`src/sssb_pkg.sv`:
```
// Constants, register map and state type of the serial buffer status block
package sssb_pkg;
  // ****************************************
  // Register byte offsets on the APB
  // ****************************************
  localparam logic [7:0] A_CTRL = 8'h00;  // Status and control
  localparam logic [7:0] A_CFG = 8'h04;   // Gap and clock source
  localparam logic [7:0] A_START = 8'h08; // Buffer start index
  localparam logic [7:0] A_END = 8'h0c;   // Buffer end index
  localparam logic [7:0] A_ISTS = 8'h10;  // Interrupt status, read only
  localparam logic [7:0] A_IEN = 8'h14;   // Interrupt enable
  localparam logic [7:0] A_ICLR = 8'h18;  // Interrupt clear, write only
  localparam int A_BUF_BIT = 7;           // Address bit that selects buffer

  // ****************************************
  // Field positions
  // ****************************************
  localparam int B_STF = 0;     // Start flag
  localparam int B_ABT = 1;     // Abort flag
  localparam int B_WT = 2;      // Buffer wait flag
  localparam int B_OVERRUN_ERROR_FLAG = 3;    // Overrun error flag
  localparam int B_SOL = 4;     // Serial out level
  localparam int B_EXT = 2;     // External shift clock select
  localparam int B_GAP_LO = 3;  // Byte gap select low
  localparam int B_GAP_HI = 4;  // Byte gap select high
  localparam logic [2:0] CTRL_UNUSED = 3'h7; // Unused bits read one

  // ****************************************
  // Event bits of the interrupt registers
  // ****************************************
  localparam int E_DONE = 0;
  localparam int E_ABT = 1;
  localparam int E_WT = 2;
  localparam int E_OVERRUN_ERROR_FLAG = 3;
  localparam int NEV = 4;

  // ****************************************
  // Gap lengths in serial clock cycles
  // ****************************************
  localparam logic [5:0] GAP_LEN_1 = 6'h08;
  localparam logic [5:0] GAP_LEN_2 = 6'h18;
  localparam logic [5:0] GAP_LEN_3 = 6'h38;

  // ****************************************
  // Timing of the internal shift clock
  // ****************************************
  localparam int CLK_NS = 10;        // pclk period
  localparam int SCK_HALF_NS = 40;   // Internal half period, least time
  localparam logic [3:0] SCK_HALF_CYC =
    4'((SCK_HALF_NS + CLK_NS - 1) / CLK_NS);

  // ****************************************
  // Transfer states
  // ****************************************
  typedef enum logic [1:0] {
    ST_IDLE = 2'b00,
    ST_WAIT_CS = 2'b01,
    ST_SHIFT = 2'b10,
    ST_GAP = 2'b11
  } sssb_state_t;
endpackage

```
`src/sssb_top.sv`:
```
// Serial buffer transfer with status and control over APB
// Function
// Gap code 00/01/10/11 gives 0/8/24/56 cycles
// Buffer access while busy sets wait flag
// Flags clear by read one, write zero
// External clock pulse after completion sets overrun
// Start flag starts, stops, shows busy; CS aborts
// Serial out level drives pin, reads pin
//
// Local design decisions: register access over APB and the address map.
module sssb_top
  import sssb_pkg::*;
(
  input wire logic pclk,
  input wire logic presetn,
  input wire logic pclk_en,
  input wire logic psel,
  input wire logic penable,
  input wire logic pwrite,
  input wire logic [7:0] paddr,
  input wire logic [31:0] pwdata,
  output logic [31:0] prdata,
  output logic pready,
  output logic pslverr,
  output logic irq,
  input wire logic sck_in,
  input wire logic cs_n_in,
  output logic sck_out,
  output logic sck_oe,
  output logic serial_data_out_pin
);
  // ****************************************
  // Declarations
  // ****************************************
  sssb_state_t state_r;          // Transfer state
  logic [4:0] start_r;           // First buffer index
  logic [4:0] end_r;             // Last buffer index
  logic [4:0] cur_r;             // Index being shifted
  logic [2:0] bit_r;             // Bit within byte
  logic [5:0] gap_r;             // Gap cycles left
  logic [1:0] gap_sel_r;         // Byte gap select
  logic ext_r;                   // External shift clock
  logic [3:0] div_r;             // Internal clock divider
  logic ph_r;                    // Internal clock phase
  logic done_r;                  // Last transfer completed
  logic sol_r;                   // Idle level of data pin
  logic abt_r, wt_r, overrun_error_flag_r;     // Error flags
  logic [2:0] seen_r;            // Flags read as one
  logic [NEV-1:0] ists_r;        // Sticky events
  logic [NEV-1:0] ien_r;         // Event enables
  logic sck_s, sck_d;            // Synced clock and delay
  logic cs_s, cs_d;              // Synced chip select and delay
  logic [7:0] buf_rdata;         // Buffer read data
  logic [4:0] buf_raddr;         // Buffer read index
  logic busy;                    // Transfer running or waiting
  logic access;                  // APB access phase
  logic acc_done;                // Completion edge of a transfer
  logic is_buf;                  // Address hits the buffer
  logic wr_ctrl, rd_ctrl;        // Control register accesses
  logic fall, rise;              // Shift clock edges
  logic ext_fall, ext_rise;      // External clock edges
  logic tick;                    // Internal half period elapsed
  logic last_byte;               // Current byte is the end one
  logic [5:0] gap_len;           // Selected gap length
  logic [NEV-1:0] ev;            // Events this cycle
  logic [31:0] rd_val;           // Read data mux
  logic hit;                     // Address is mapped
  // ****************************************
  // Pin synchronisers and buffer
  // ****************************************
  sssb_sync u_sck (
    .clk(pclk),
    .rst_n(presetn),
    .en(pclk_en),
    .d(sck_in),
    .q(sck_s)
  );
  sssb_sync u_cs (
    .clk(pclk),
    .rst_n(presetn),
    .en(pclk_en),
    .d(cs_n_in),
    .q(cs_s)
  );
  sssb_mem u_mem (
    .clk(pclk),
    .rst_n(presetn),
    .en(pclk_en),
    .we(acc_done && pwrite && is_buf && !busy),
    .waddr(paddr[6:2]),
    .wdata(pwdata[7:0]),
    .raddr(buf_raddr),
    .rdata(buf_rdata)
  );
  // ****************************************
  // Decode and clock edges
  // ****************************************
  assign busy = (state_r != ST_IDLE);
  assign access = psel && penable;
  assign acc_done = access && pready;
  assign is_buf = paddr[A_BUF_BIT];
  assign wr_ctrl = acc_done && pwrite && (paddr == A_CTRL);
  assign rd_ctrl = acc_done && !pwrite && (paddr == A_CTRL);
  // Shifter owns the buffer while busy
  assign buf_raddr = busy ? cur_r : paddr[6:2];
  assign ext_fall = sck_d && !sck_s;
  assign ext_rise = !sck_d && sck_s;
  assign tick = (div_r == SCK_HALF_CYC - 4'h1);
  assign fall = ext_r ? ext_fall : (tick && ph_r);
  assign rise = ext_r ? ext_rise : (tick && !ph_r);
  assign last_byte = (cur_r == end_r);
  // Gap length from the select code
  always_comb begin
    case (gap_sel_r)
      2'b01: gap_len = GAP_LEN_1;
      2'b10: gap_len = GAP_LEN_2;
      2'b11: gap_len = GAP_LEN_3;
      default: gap_len = 6'h00;
    endcase
  end
  // Events that set the sticky flags
  always_comb begin
    ev = '0;
    ev[E_DONE] = (state_r == ST_SHIFT) && rise && (bit_r == 3'h7) &&
      last_byte;
    ev[E_ABT] = (state_r == ST_SHIFT || state_r == ST_GAP) &&
      cs_s && !cs_d;
    ev[E_WT] = acc_done && is_buf && busy;
    ev[E_OVERRUN_ERROR_FLAG] = ext_r && !busy && done_r && ext_fall;
  end
  // ****************************************
  // Edge detect delays
  // ****************************************
  always_ff @(posedge pclk or negedge presetn) begin
    if (!presetn) begin
      sck_d <= 1'b1;
      cs_d <= 1'b1;
    end else if (pclk_en) begin
      sck_d <= sck_s;
      cs_d <= cs_s;
    end
  end
  // ****************************************
  // Transfer state machine and shifter
  // ****************************************
  always_ff @(posedge pclk or negedge presetn) begin
    if (!presetn) begin
      state_r <= ST_IDLE;
      cur_r <= 5'h00;
      bit_r <= 3'h0;
      gap_r <= 6'h00;
      done_r <= 1'b0;
      serial_data_out_pin <= 1'b0;
    end else if (pclk_en) begin
      if ((wr_ctrl && !pwdata[B_STF]) || ev[E_ABT]) begin
        // Write of zero or chip select rising stops at once
        state_r <= ST_IDLE;
      end else begin
        case (state_r)
          ST_IDLE: begin
            serial_data_out_pin <= sol_r;
            if (wr_ctrl && pwdata[B_STF]) begin
              state_r <= ST_WAIT_CS;
              cur_r <= start_r;
              bit_r <= 3'h0;
              done_r <= 1'b0;
            end
          end
          ST_WAIT_CS: begin
            // Chip select low starts shifting
            if (!cs_s) begin
              state_r <= ST_SHIFT;
            end
          end
          ST_SHIFT: begin
            if (fall) begin
              serial_data_out_pin <= buf_rdata[3'h7 - bit_r];
            end
            if (rise) begin
              bit_r <= bit_r + 3'h1;
              if (bit_r == 3'h7) begin
                if (last_byte) begin
                  state_r <= ST_IDLE;
                  done_r <= 1'b1;
                end else begin
                  cur_r <= cur_r + 5'h01;
                  gap_r <= gap_len;
                  if (gap_len != 6'h00) begin
                    state_r <= ST_GAP;
                  end
                end
              end
            end
          end
          ST_GAP: begin
            // Idle serial cycles between bytes
            if (rise) begin
              gap_r <= gap_r - 6'h01;
              if (gap_r == 6'h01) begin
                state_r <= ST_SHIFT;
              end
            end
          end
          default: state_r <= ST_IDLE;
        endcase
      end
    end
  end
  // ****************************************
  // Internal shift clock
  // ****************************************
  always_ff @(posedge pclk or negedge presetn) begin
    if (!presetn) begin
      div_r <= 4'h0;
      ph_r <= 1'b1;
      sck_out <= 1'b1;
      sck_oe <= 1'b0;
    end else if (pclk_en) begin
      sck_oe <= !ext_r;
      if (!ext_r && (state_r == ST_SHIFT || state_r == ST_GAP)) begin
        div_r <= tick ? 4'h0 : div_r + 4'h1;
        if (tick) begin
          ph_r <= !ph_r;
          // Clock held high through the gap
          sck_out <= (state_r == ST_SHIFT) ? !ph_r : 1'b1;
        end
      end else begin
        div_r <= 4'h0;
        ph_r <= 1'b1;
        sck_out <= 1'b1;
      end
    end
  end
  // ****************************************
  // Error flags
  // ****************************************
  always_ff @(posedge pclk or negedge presetn) begin
    if (!presetn) begin
      abt_r <= 1'b0;
      wt_r <= 1'b0;
      overrun_error_flag_r <= 1'b0;
      seen_r <= 3'h0;
    end else if (pclk_en) begin
      // Zero clears only after one was read; set wins
      abt_r <= ev[E_ABT] || (abt_r && !(wr_ctrl && !pwdata[B_ABT] &&
        seen_r[0]));
      wt_r <= ev[E_WT] || (wt_r && !(wr_ctrl && !pwdata[B_WT] &&
        seen_r[1]));
      overrun_error_flag_r <= ev[E_OVERRUN_ERROR_FLAG] || (overrun_error_flag_r && !(wr_ctrl && !pwdata[B_OVERRUN_ERROR_FLAG] &&
        seen_r[2]));
      if (rd_ctrl) begin
        seen_r <= {overrun_error_flag_r, wt_r, abt_r};
      end else if (wr_ctrl) begin
        seen_r <= 3'h0;
      end
    end
  end
  // ****************************************
  // Configuration registers
  // ****************************************
  always_ff @(posedge pclk or negedge presetn) begin
    if (!presetn) begin
      sol_r <= 1'b0;
      gap_sel_r <= 2'h0;
      ext_r <= 1'b0;
      start_r <= 5'h00;
      end_r <= 5'h00;
      ien_r <= '0;
    end else if (pclk_en && acc_done && pwrite) begin
      case (paddr)
        A_CTRL: sol_r <= pwdata[B_SOL];
        A_CFG: begin
          gap_sel_r <= pwdata[B_GAP_HI:B_GAP_LO];
          ext_r <= pwdata[B_EXT];
        end
        A_START: start_r <= pwdata[4:0];
        A_END: end_r <= pwdata[4:0];
        A_IEN: ien_r <= pwdata[NEV-1:0];
        default: ;
      endcase
    end
  end
  // ****************************************
  // Interrupt status and output
  // ****************************************
  always_ff @(posedge pclk or negedge presetn) begin
    if (!presetn) begin
      ists_r <= '0;
      irq <= 1'b0;
    end else if (pclk_en) begin
      // Write one clears; a new event wins
      ists_r <= ev | (ists_r & ~({NEV{acc_done && pwrite &&
        paddr == A_ICLR}} & pwdata[NEV-1:0]));
      irq <= |(ists_r & ien_r);
    end
  end
  // ****************************************
  // APB read mux
  // ****************************************
  always_comb begin
    rd_val = 32'h0000_0000;
    hit = 1'b1;
    if (is_buf) begin
      // Busy buffer reads as zero
      rd_val[7:0] = busy ? 8'h00 : buf_rdata;
    end else begin
      case (paddr)
        A_CTRL: rd_val[7:0] = {CTRL_UNUSED, serial_data_out_pin, overrun_error_flag_r,
          wt_r, abt_r, busy};
        A_CFG: rd_val[7:0] = {3'h0, gap_sel_r, ext_r, 2'h0};
        A_START: rd_val[4:0] = start_r;
        A_END: rd_val[4:0] = end_r;
        A_ISTS: rd_val[NEV-1:0] = ists_r;
        A_IEN: rd_val[NEV-1:0] = ien_r;
        A_ICLR: rd_val = 32'h0000_0000;
        default: hit = 1'b0;
      endcase
    end
  end
  // ****************************************
  // APB answer: ready in second access cycle
  // ****************************************
  always_ff @(posedge pclk or negedge presetn) begin
    if (!presetn) begin
      pready <= 1'b0;
      pslverr <= 1'b0;
      prdata <= 32'h0000_0000;
    end else if (pclk_en) begin
      pready <= access && !pready;
      pslverr <= access && !pready && !hit;
      if (access && !pready) begin
        prdata <= pwrite ? 32'h0000_0000 : rd_val;
      end
    end
  end
endmodule

```
`src/sssb_sync.sv`:
```
// Two flip-flop synchroniser for one pin input
module sssb_sync (
  input wire logic clk,
  input wire logic rst_n,
  input wire logic en,
  input wire logic d,
  output logic q
);
  logic meta_r; // First stage, read only by the second

  // Two stages, frozen with the clock enable; reset to idle high
  always_ff @(posedge clk or negedge rst_n) begin
    if (!rst_n) begin
      meta_r <= 1'b1;
      q <= 1'b1;
    end else if (en) begin
      meta_r <= d;
      q <= meta_r;
    end
  end
endmodule

```
`src/sssb_mem.sv`:
```
// The 32-byte serial data buffer with registered read data
module sssb_mem (
  input wire logic clk,
  input wire logic rst_n,
  input wire logic en,
  input wire logic we,
  input wire logic [4:0] waddr,
  input wire logic [7:0] wdata,
  input wire logic [4:0] raddr,
  output logic [7:0] rdata
);
  logic [7:0] mem [32]; // Buffer bytes, no reset

  // Write port
  always_ff @(posedge clk) begin
    if (en && we) begin
      mem[waddr] <= wdata;
    end
  end

  // Registered read port
  always_ff @(posedge clk or negedge rst_n) begin
    if (!rst_n) begin
      rdata <= 8'h00;
    end else if (en) begin
      rdata <= mem[raddr];
    end
  end
endmodule

```
`config.mk`:
```
export PLATFORM = sky130hd
export DESIGN_NAME = sssb_top
export DESIGN_NICKNAME = d
export VERILOG_FILES = /design/src/sssb_pkg.sv /design/src/sssb_top.sv /design/src/sssb_sync.sv /design/src/sssb_mem.sv
export SDC_FILE = /design/constraint.sdc
export NUM_CORES = 1
export LEC_CHECK = 0
export ABC_AREA = 1
export BUFFER_PORTS_ARGS = -buffer_cell sky130_fd_sc_hd__buf_2
export CAP_MARGIN = 20
export CELL_PAD_IN_SITES_DETAIL_PLACEMENT = 1
export CELL_PAD_IN_SITES_GLOBAL_PLACEMENT = 1
export CORE_ASPECT_RATIO = 1.25
export CORE_MARGIN = 5
export CORE_UTILIZATION = 30
export CTS_CLUSTER_SIZE = 40
export DETAILED_ROUTE_END_ITERATION = 8
export PLACE_DENSITY_LB_ADDON = 0.25
export SYNTH_ARGS = -nofsm -noshare
export SYNTH_HDL_FRONTEND = slang
export SYNTH_HIERARCHICAL = 1
export SYNTH_SLANG_ARGS = --single-unit
export TNS_END_PERCENT = 5
```
`constraint.sdc`:
```
create_clock -name pclk -period 5.5 [get_ports pclk]
set_clock_uncertainty 0.1 [all_clocks]
set_input_delay 0.825 -clock pclk [delete_from_list [all_inputs] [get_ports pclk]]
set_output_delay 0.825 -clock pclk [all_outputs]
set_load 0.1 [all_outputs]
```
After elaboration in Yosys (flattened, before gate mapping)
Memory sizes are Yosys's and may differ from the RTL's. A register that Yosys moved wholly into a read port is not among the register bits.
Cells that the tools add are included.
Word-level totals
  register bits: 94
  memory bits (writable): 256
  input port bits: 48
  output and inout bits: 38
  word-level logic and storage cells: 215
  memories kept: 1
Operators by class
  add/subtract/negate cells: 5
  order comparisons: 1
  equal/unequal tests: 31
  mux-type cells: 55
  bitwise gates (word level): 6
  reduce and logical (&&, ||, !) cells: 85
Memory list
  u_mem.mem: depth 32, width 8, rd ports 1, clocked after memory_dff 1, write ports 1, line sssb_mem.sv:12  | logic [7:0] mem [32];
Operators by type and width (number)
  $logic_and A1 B1 Y1: 40
  $mux W5: 5
  $eq A8 B5 Y1 const B: 3
  $mux W6: 4
  $mux W8: 3
  $pmux W4 S6: 1
  $reduce_and A7 Y1: 3
  $mux W2: 9
  $ne A3 B3 Y1 const B: 6
  $pmux W6 S3: 1
  $logic_not A1 Y1: 17
  $mux W1: 17
  $eq A8 B4 Y1 const B: 2
  $ne A2 B2 Y1 const B: 8
  $reduce_and A2 Y1: 8
  $mux W3: 5
  $and A4 B4 Y4: 3
  $pmux W6 S2: 1
  $pmux W5 S2: 1
  $eq A2 B2 Y1 const B: 4
  $eq A8 B3 Y1 const B: 1
  $logic_not A8 Y1: 1
  $mux W4: 2
  $pmux W2 S4: 1
  other kinds (28): 37

Logic depth before layout (Yosys ltp)
Gate-level depths: netlist of the first run.
  word-level depth: 9
  mapped depth: 16
  mapped depth without buffers: 12

By module
Netlist of the first run, hierarchy kept.
Modules (own cells, without submodules)
  sssb_mem: instances 1, cells each 926, area an instance 10870.4 sq um, sequential area each 7887.6 sq um
  sssb_top: instances 1, cells each 547, area an instance 4068.9 sq um, sequential area each 1656.6 sq um
  sssb_sync: instances 2, cells each 9, area an instance 78.8 sq um, sequential area each 52.6 sq um

Worst setup path after synthesis of the first run
No wires, ideal clock.
  path type: register to register
  start: register pready
  end: memory u_mem.mem[0][0] (enable)
  library setup time: 0.370 ns
  arrival time: 2.303 ns
  required time: 5.030 ns
  setup slack: 2.727 ns
  stages on the path, launching flop included: 9
  path buffers: 0
  period minus slack after synthesis: 2.773 ns
  cell sequence: dfrtp_1 nand3_1 nor2_4 inv_1 nor2_1 nand2_1 inv_1 nand3_1 nor2_1
On the way
  word-level cells in the longest chain between the ends: 7
Ends and longest elaborated chain
  start: declaration: line sssb_top.sv:23  | output logic pready,
  start signal: assignment: line sssb_top.sv:329  | pready <= access && !pready;
  $logic_and A1 B1 Y1: line sssb_top.sv:100  | assign acc_done = access && pready;
  $logic_and A1 B1 Y1 (3 in series): line sssb_top.sv:89  | .we(acc_done && pwrite && is_buf && !busy),
  $logic_and A1 B1 Y1: line sssb_mem.sv:16  | if (en && we) begin
  $mux W1: line sssb_mem.sv:16
  $mux W1 (implied by the code): line sssb_mem.sv:17  | mem[waddr] <= wdata;
  end: declaration: line sssb_mem.sv:12
No other way between the ends.

Worst setup path after layout of the first run
  start: register state_r[1]
  end: register u_mem.rdata[2], read port of u_mem.mem
On the way
  word-level cells in the longest chain between the ends: 2
Ends and longest elaborated chain
  start: declaration: line sssb_top.sv:35  | sssb_state_t state_r;
  start signal: assignment: line sssb_top.sv:148  | state_r <= ST_IDLE;
  start signal: assignment: line sssb_top.sv:157  | state_r <= ST_IDLE;
  start signal: assignment: line sssb_top.sv:163  | state_r <= ST_WAIT_CS;
  $reduce_bool A2 Y1: line sssb_top.sv:98  | assign busy = (state_r != ST_IDLE);
  $mux W5: line sssb_top.sv:105  | assign buf_raddr = busy ? cur_r : paddr[6:2];
  net buf_raddr[0]: line sssb_top.sv:54  | logic [4:0] buf_raddr;
  end: declaration: line sssb_mem.sv:10  | output logic [7:0] rdata
The timed path passes the listed nets, and every way through them passes these cells.
A chain may end at the register's enable or synchronous reset.

==> impl_metrics.json, run 1 <==
{
  "layout.cells.non_filler": 2205,
  "vias": 10500,
  "setup_viol": 0,
  "grt_pass1_wl_um": 66100,
  "synth-edff-count": 256,
  "cts_tree": "built",
  "async_flop_share": 0.234,
  "clk_pin_slew_ps": 60,
  "synthesis.area_um2": 15100,
  "cts_buffer_depth": 3,
  "cts-root-buf": "clkbuf_16",
  "leakagePower_nw": 6.61,
  "gp_congestion": 0.802,
  "drive_gt1_frac": 0.0957,
  "layout_commonest_cell": "nand2_1",
  "ys_seq_area_frac": 0.639,
  "dieArea_um2": 54900,
  "post_cts_buffers": 0,
  "pwr_density_cell_nw_per_um2": 439,
  "synth_fa_ha_area_frac": 0.00497,
  "synth_top_family_by_area": "simple AND/OR/NAND/NOR gates",
  "gr-usage-all-layers": 0.156,
  "core-area_um2": 50200,
  "post_drt_wl_per_cell_um": 19.5,
  "drv_cap": 0,
  "routed-wl-met3_um": 1350,
  "grt_pass1_vias": 11000,
  "start_util": 0.301,
  "remaining_drc_errors": 0,
  "dp_hpwl_um": 27300,
  "synth.ff_latch_count": 334,
  "fp.dieH_um": 261,
  "layout_common_cells": "nand2_1 (521), nand3_1 (257), edfxtp_1 (256)",
  "postPlaceCellArea_um2": 15700,
  "tns_ps": 0,
  "cts_buffers": 38,
  "ys_warn_count": 6,
  "die_w_um": 211,
  "final.period_utilization": 0.724,
  "avgViaCountPerCell": 4.78,
  "max-slew-margin-rel": 0.327,
  "fmax_ghz": 0.251,
  "yosys.area_share.simple": 0.258,
  "antenna_cells": 0,
  "wl_met2_um": 21700,
  "vdd_drop_max_v": 0.000253,
  "critPathLaunchType": "flip-flop",
  "fin_nets": 1576,
  "clock_sinks": 334,
  "syn_avg_cell_area_um2": 10.1,
  "outcome": "completed",
  "synth_flop_cell": "edfxtp_1",
  "first_iter_violations": 461,
  "antenna_found_initial": 0,
  "cts-htree-levels": 2,
  "area_growth_pct": 11.6,
  "antenna_left": 0,
  "synth-xor-area-share": 0.00522,
  "firstDrtPassIters": 5,
  "rsz0062_at_grt": "no",
  "worstHoldPathType": "in -> async",
  "grt-ovfl-total": 0,
  "worst_ep_arrival_time_ps": 4370,
  "design_area_um2": 16900,
  "setup_slack_ps": 1520,
  "port_buffers": 37,
  "cp-end-kind": "flip-flop",
  "wl_um": 43000,
  "path_class": "reg -> reg",
  "maxSlewViolCount": 0,
  "num_rows": 92,
  "holdBufCountCts": 0,
  "ctsResizeCount": 0,
  "grt_max_degree": 87,
  "fin_crit_ps": 3980,
  "synth_compound_gate_area_share": 0.0331,
  "wl_met1_um": 18700,
  "synth_cells": 1491,
  "dp_cells": 2139,
  "io_pins": 86,
  "critPathMaxFanout": 86,
  "finalHoldViolCount": 0,
  "reg2reg_slack_ps": 1520,
  "synthMuxAreaShare": 0,
  "cp.required_ps": 5890,
  "fillers": 5751,
  "dp_slack_ps": 1490,
  "synth_cell_type_count": 40,
  "top_layer": "met4",
  "tightestPinTransition_ps": 1010,
  "insertion_delay_ps": 550
}
-- routing by layer --
metal	GRT usage	up-vias
met5	0	-
met4	0.0546	0
met2	0.271	156
met3	0.0225	75
met1	0.199	5245
li1	-	5060
-- cell usage after synthesis (5+ instances only) --
cell / instances / area (um2)
ha_1: 6 / 75.1
nand2_4: 7 / 78.8
buf_4: 29 / 218
dfstp_2: 8 / 210
nor2_4: 6 / 67.6
a21oi_1: 21 / 105
o21ai_0: 65 / 325
nand2_1: 521 / 1960
nand3_1: 257 / 1290
buf_6: 25 / 282
xor2_1: 5 / 43.8
inv_2: 5 / 18.8
nor2_1: 75 / 282
clkbuf_1: 10 / 37.5
buf_2: 17 / 85.1
nand4_1: 5 / 31.3
edfxtp_1: 256 / 7690
inv_1: 60 / 225
dfrtp_1: 70 / 1750
-- metrics by stage --
stage          utilization  total power, mW  hold slack, ps
3_3_place_gp         0.313             5.10             343
2_1_floorplan            -             4.55             339
5_1_grt              0.336             7.84            99.4
6_report             0.336             7.39            84.6
3_5_place_dp         0.313             5.13             354
4_1_cts              0.335             7.53             362
-- worst max-delay path, stage by stage (launching register included) --
cell	delay [ps]
dfrtp_1	520
nor2_4	570
nand2_1	190
o21ai_4	120
buf_4	790
buf_4	590
nand2_1	120
nand3_1	110
nand3_1	120
nand2_1	180
nand2_1	70
nand3_1	160
nand3_1	100
nand2_1	70
-- power by group --
group	internal, mW	switching [mW]
registers	2.82	0.107
logic	0.530	1.58
clock network	1.36	1.00
-- cell families (layout without fill, tap and decap cells) --
| kind of cell | after synthesis | after routing |
|---|---|---|
| compound gates | 96 | 96 |
| buf+inv | 153 | 186 |
| fa+ha+maj | 6 | 6 |
| flops | 334 | 334 |
| simple gates | 892 | 892 |
| xor+xnor | 9 | 9 |
| other cells | 1 | 24 |
-- worst paths after layout --
kind                                  end  cells past startpoint    startpoint
setup / recovery           u_mem/rdata[2]                     13    state_r[1]
hold / removal                     pready                      1       presetn
setup reg to reg           u_mem/rdata[2]                     13    state_r[1]
hold reg to reg                   u_sck/q                      2  u_sck/meta_r
max in group asynchronous            cs_d                      2       presetn
min in group pclk                 u_sck/q                      2  u_sck/meta_r
-- state kept, by name, indices dropped and copies added (netlist names), 2 cells and up --
name	count
u_mem/mem	256
ien_r	4
bit_r	3
ists_r	4
u_mem/rdata	8
prdata	8
seen_r	3
state_r	2
gap_r	6
start_r	5
end_r	5
div_r	4
cur_r	5
gap_sel_r	2
-- cell type report --
cell class              count  area [um2]  share of cell area
multi-input cells        1027        4660               0.277
repair buffers             53         328              0.0194
well taps                 658         823              0.0488
clock inverters            15         101             0.00601
flip-flops and latches    334        9650               0.572
inverters                  68         263              0.0156
clock buffers              50        1030              0.0609
Power figures use the tool's default switching activity.
==> run 2, diff against run 1 <==
clock period = 4.1 ns   (was 5.5 ns; I/O delays follow)
==> impl_metrics.json, run 2 (same netlist as run 1, synthesis figures left out) <==
{
  "cts-root-buf": "clkbuf_16",
  "cts_buffers": 38,
  "postLayoutCoreUtil": 0.344,
  "gp_congestion": 0.769,
  "cts_tree": "built",
  "grt-ovfl-total": 0,
  "avgViaCountPerCell": 4.74,
  "fin_crit_ps": 3200,
  "remaining_drc_errors": 0,
  "cp-end-kind": "flip-flop",
  "grt_max_degree": 129,
  "pwr_density_cell_nw_per_um2": 588,
  "cp.required_ps": 4420,
  "grt_pass1_wl_um": 66900,
  "largest_reg_flops": 256,
  "drv_cap": 0,
  "tns_ps": 0,
  "reg_top3": "u_mem/mem x256, prdata x8, u_mem/rdata x8",
  "die_w_um": 211,
  "finalHoldViolCount": 0,
  "worst_ep_arrival_time_ps": 3520,
  "slowest_stage": "nor2_4",
  "tightestPinTransition_ps": 836,
  "dp_hpwl_um": 28000,
  "gr-usage-all-layers": 0.158,
  "finalPower_mw": 10.1,
  "fp.dieH_um": 261,
  "final.period_utilization": 0.781,
  "fillers": 5717,
  "post_cts_buffers": 0,
  "clock_sinks": 334,
  "worst-path-buf-inv": 1,
  "path_class": "reg -> reg",
  "first_iter_violations": 435,
  "setup_viol": 0,
  "vdd_drop_max_v": 0.000451,
  "fmax_ghz": 0.312,
  "cts-htree-levels": 2,
  "firstDrtPassIters": 4,
  "worstHoldPathType": "in -> reg",
  "insertion_delay_ps": 560,
  "outcome": "completed",
  "antenna_cells": 0,
  "post_drt_wl_per_cell_um": 19.4,
  "maxSlewViolCount": 0,
  "wl_um": 43400,
  "drive_gt1_frac": 0.116,
  "leakagePower_nw": 6.85,
  "critPathLaunchType": "flip-flop",
  "layout_common_cells": "nand2_1 (521), nand3_1 (257), edfxtp_1 (256)",
  "grt_pass1_vias": 11100,
  "layout_commonest_cell": "nand2_1",
  "max-slew-margin-rel": 0.442,
  "vias": 10600,
  "largest_register": "u_mem/mem",
  "clk_pin_slew_ps": 60,
  "critPathMaxFanout": 30,
  "cpPeakStageDelay_ps": 550,
  "crit_path_cell_trace": "nor2_4, nand2_1, o21ai_4, buf_4, nand3_1, nand3_1, nand2_1, nand2_1, nand3_1, nand3_1, nand2_1",
  "fin_nets": 1611,
  "antenna_found_initial": 0,
  "area_growth_pct": 14.3,
  "core-area_um2": 50200,
  "num_rows": 92,
  "port_buffers": 37,
  "crit_family": "simple AND/OR/NAND/NOR gates",
  "start_util": 0.301,
  "rsz0062_at_grt": "no",
  "dieArea_um2": 54900,
  "io_pins": 86,
  "antenna_left": 0,
  "cts_buffer_depth": 3
}
run 2: changes by cell type in the layout (fill, tap and decap cells not counted):
cell	before	now
clkinv_1	8	9
clkinv_8	0	2
bufinv_16	1	3
clkbuf_8	1	3
clkbuf_1	10	9
clkinvlp_4	1	0
buf_12	0	3
dlygate4sd3_1	0	1
buf_4	16	47
clkinv_2	4	2
clkinv_4	1	0
run 2: worst reg2reg max path: cells and delay by family (launching register included):
family                 cells  cell delay, ps
AND/OR/NAND/NOR            9            1590
flip-flops                 1             520
AO/OA/AOI/OAI              1             340
buffers and inverters      1             540
run 2: power by group:
part	switching, mW	internal (mW)	leakage, nW
logic	2.12	0.737	2.94
registers	0.147	3.78	3.32
clock network	1.37	1.99	0.594
total	3.64	6.51	6.85
run 2: timing repair:
item | CTS | global route
hold buffers | 0 | 1
hold endpoints to repair | 0 | 12
resized for setup | 0 | 0
run 2: area by class of cell:
cell class	instances	area (um2)	share of cell area
Sequential cell	334	9650	0.559
Multi-Input combinational cell	1027	4660	0.270
Clock buffer	51	1050	0.0609
Tap cell	658	823	0.0477
Timing Repair Buffer	88	631	0.0366
Inverter	68	263	0.0152
Clock inverter	16	171	0.00994
run 2: final timing paths:
kind	cells after the start	slack [ps]	end	from
setup / recovery	11	900	u_mem/rdata[7]	state_r[1]
hold / removal	3	190	u_cs/meta_r	cs_n_in
setup reg to reg	11	900	u_mem/rdata[7]	state_r[1]
hold reg to reg	2	350	u_cs/q	u_cs/meta_r
max in group asynchronous	3	2900	cs_d	presetn
min in group asynchronous	2	350	seen_r[1]	presetn
run 2: layer usage:
metal | wire length (um) | up-vias | global-route usage
li1 | - | 5130 | -
met1 | 18700 | 5294 | 0.199
met2 | 22700 | 142 | 0.287
met3 | 1210 | 55 | 0.0232
met4 | 820 | 0 | 0.0371
met5 | 0 | - | 0
run 2: through the flow:
stage | worst slack [ps] | instances | instance area (um2) | hold slack [ps]
6_report | 899 | 2242 | 17300 | 193
5_1_grt | 667 | 2242 | 17300 | 189
4_1_cts | 859 | 2240 | 17200 | 168
3_5_place_dp | 876 | 2173 | 16000 | 348
3_3_place_gp | 915 | 2173 | 16000 | 344
2_1_floorplan | 1330 | 1514 | 15200 | 219
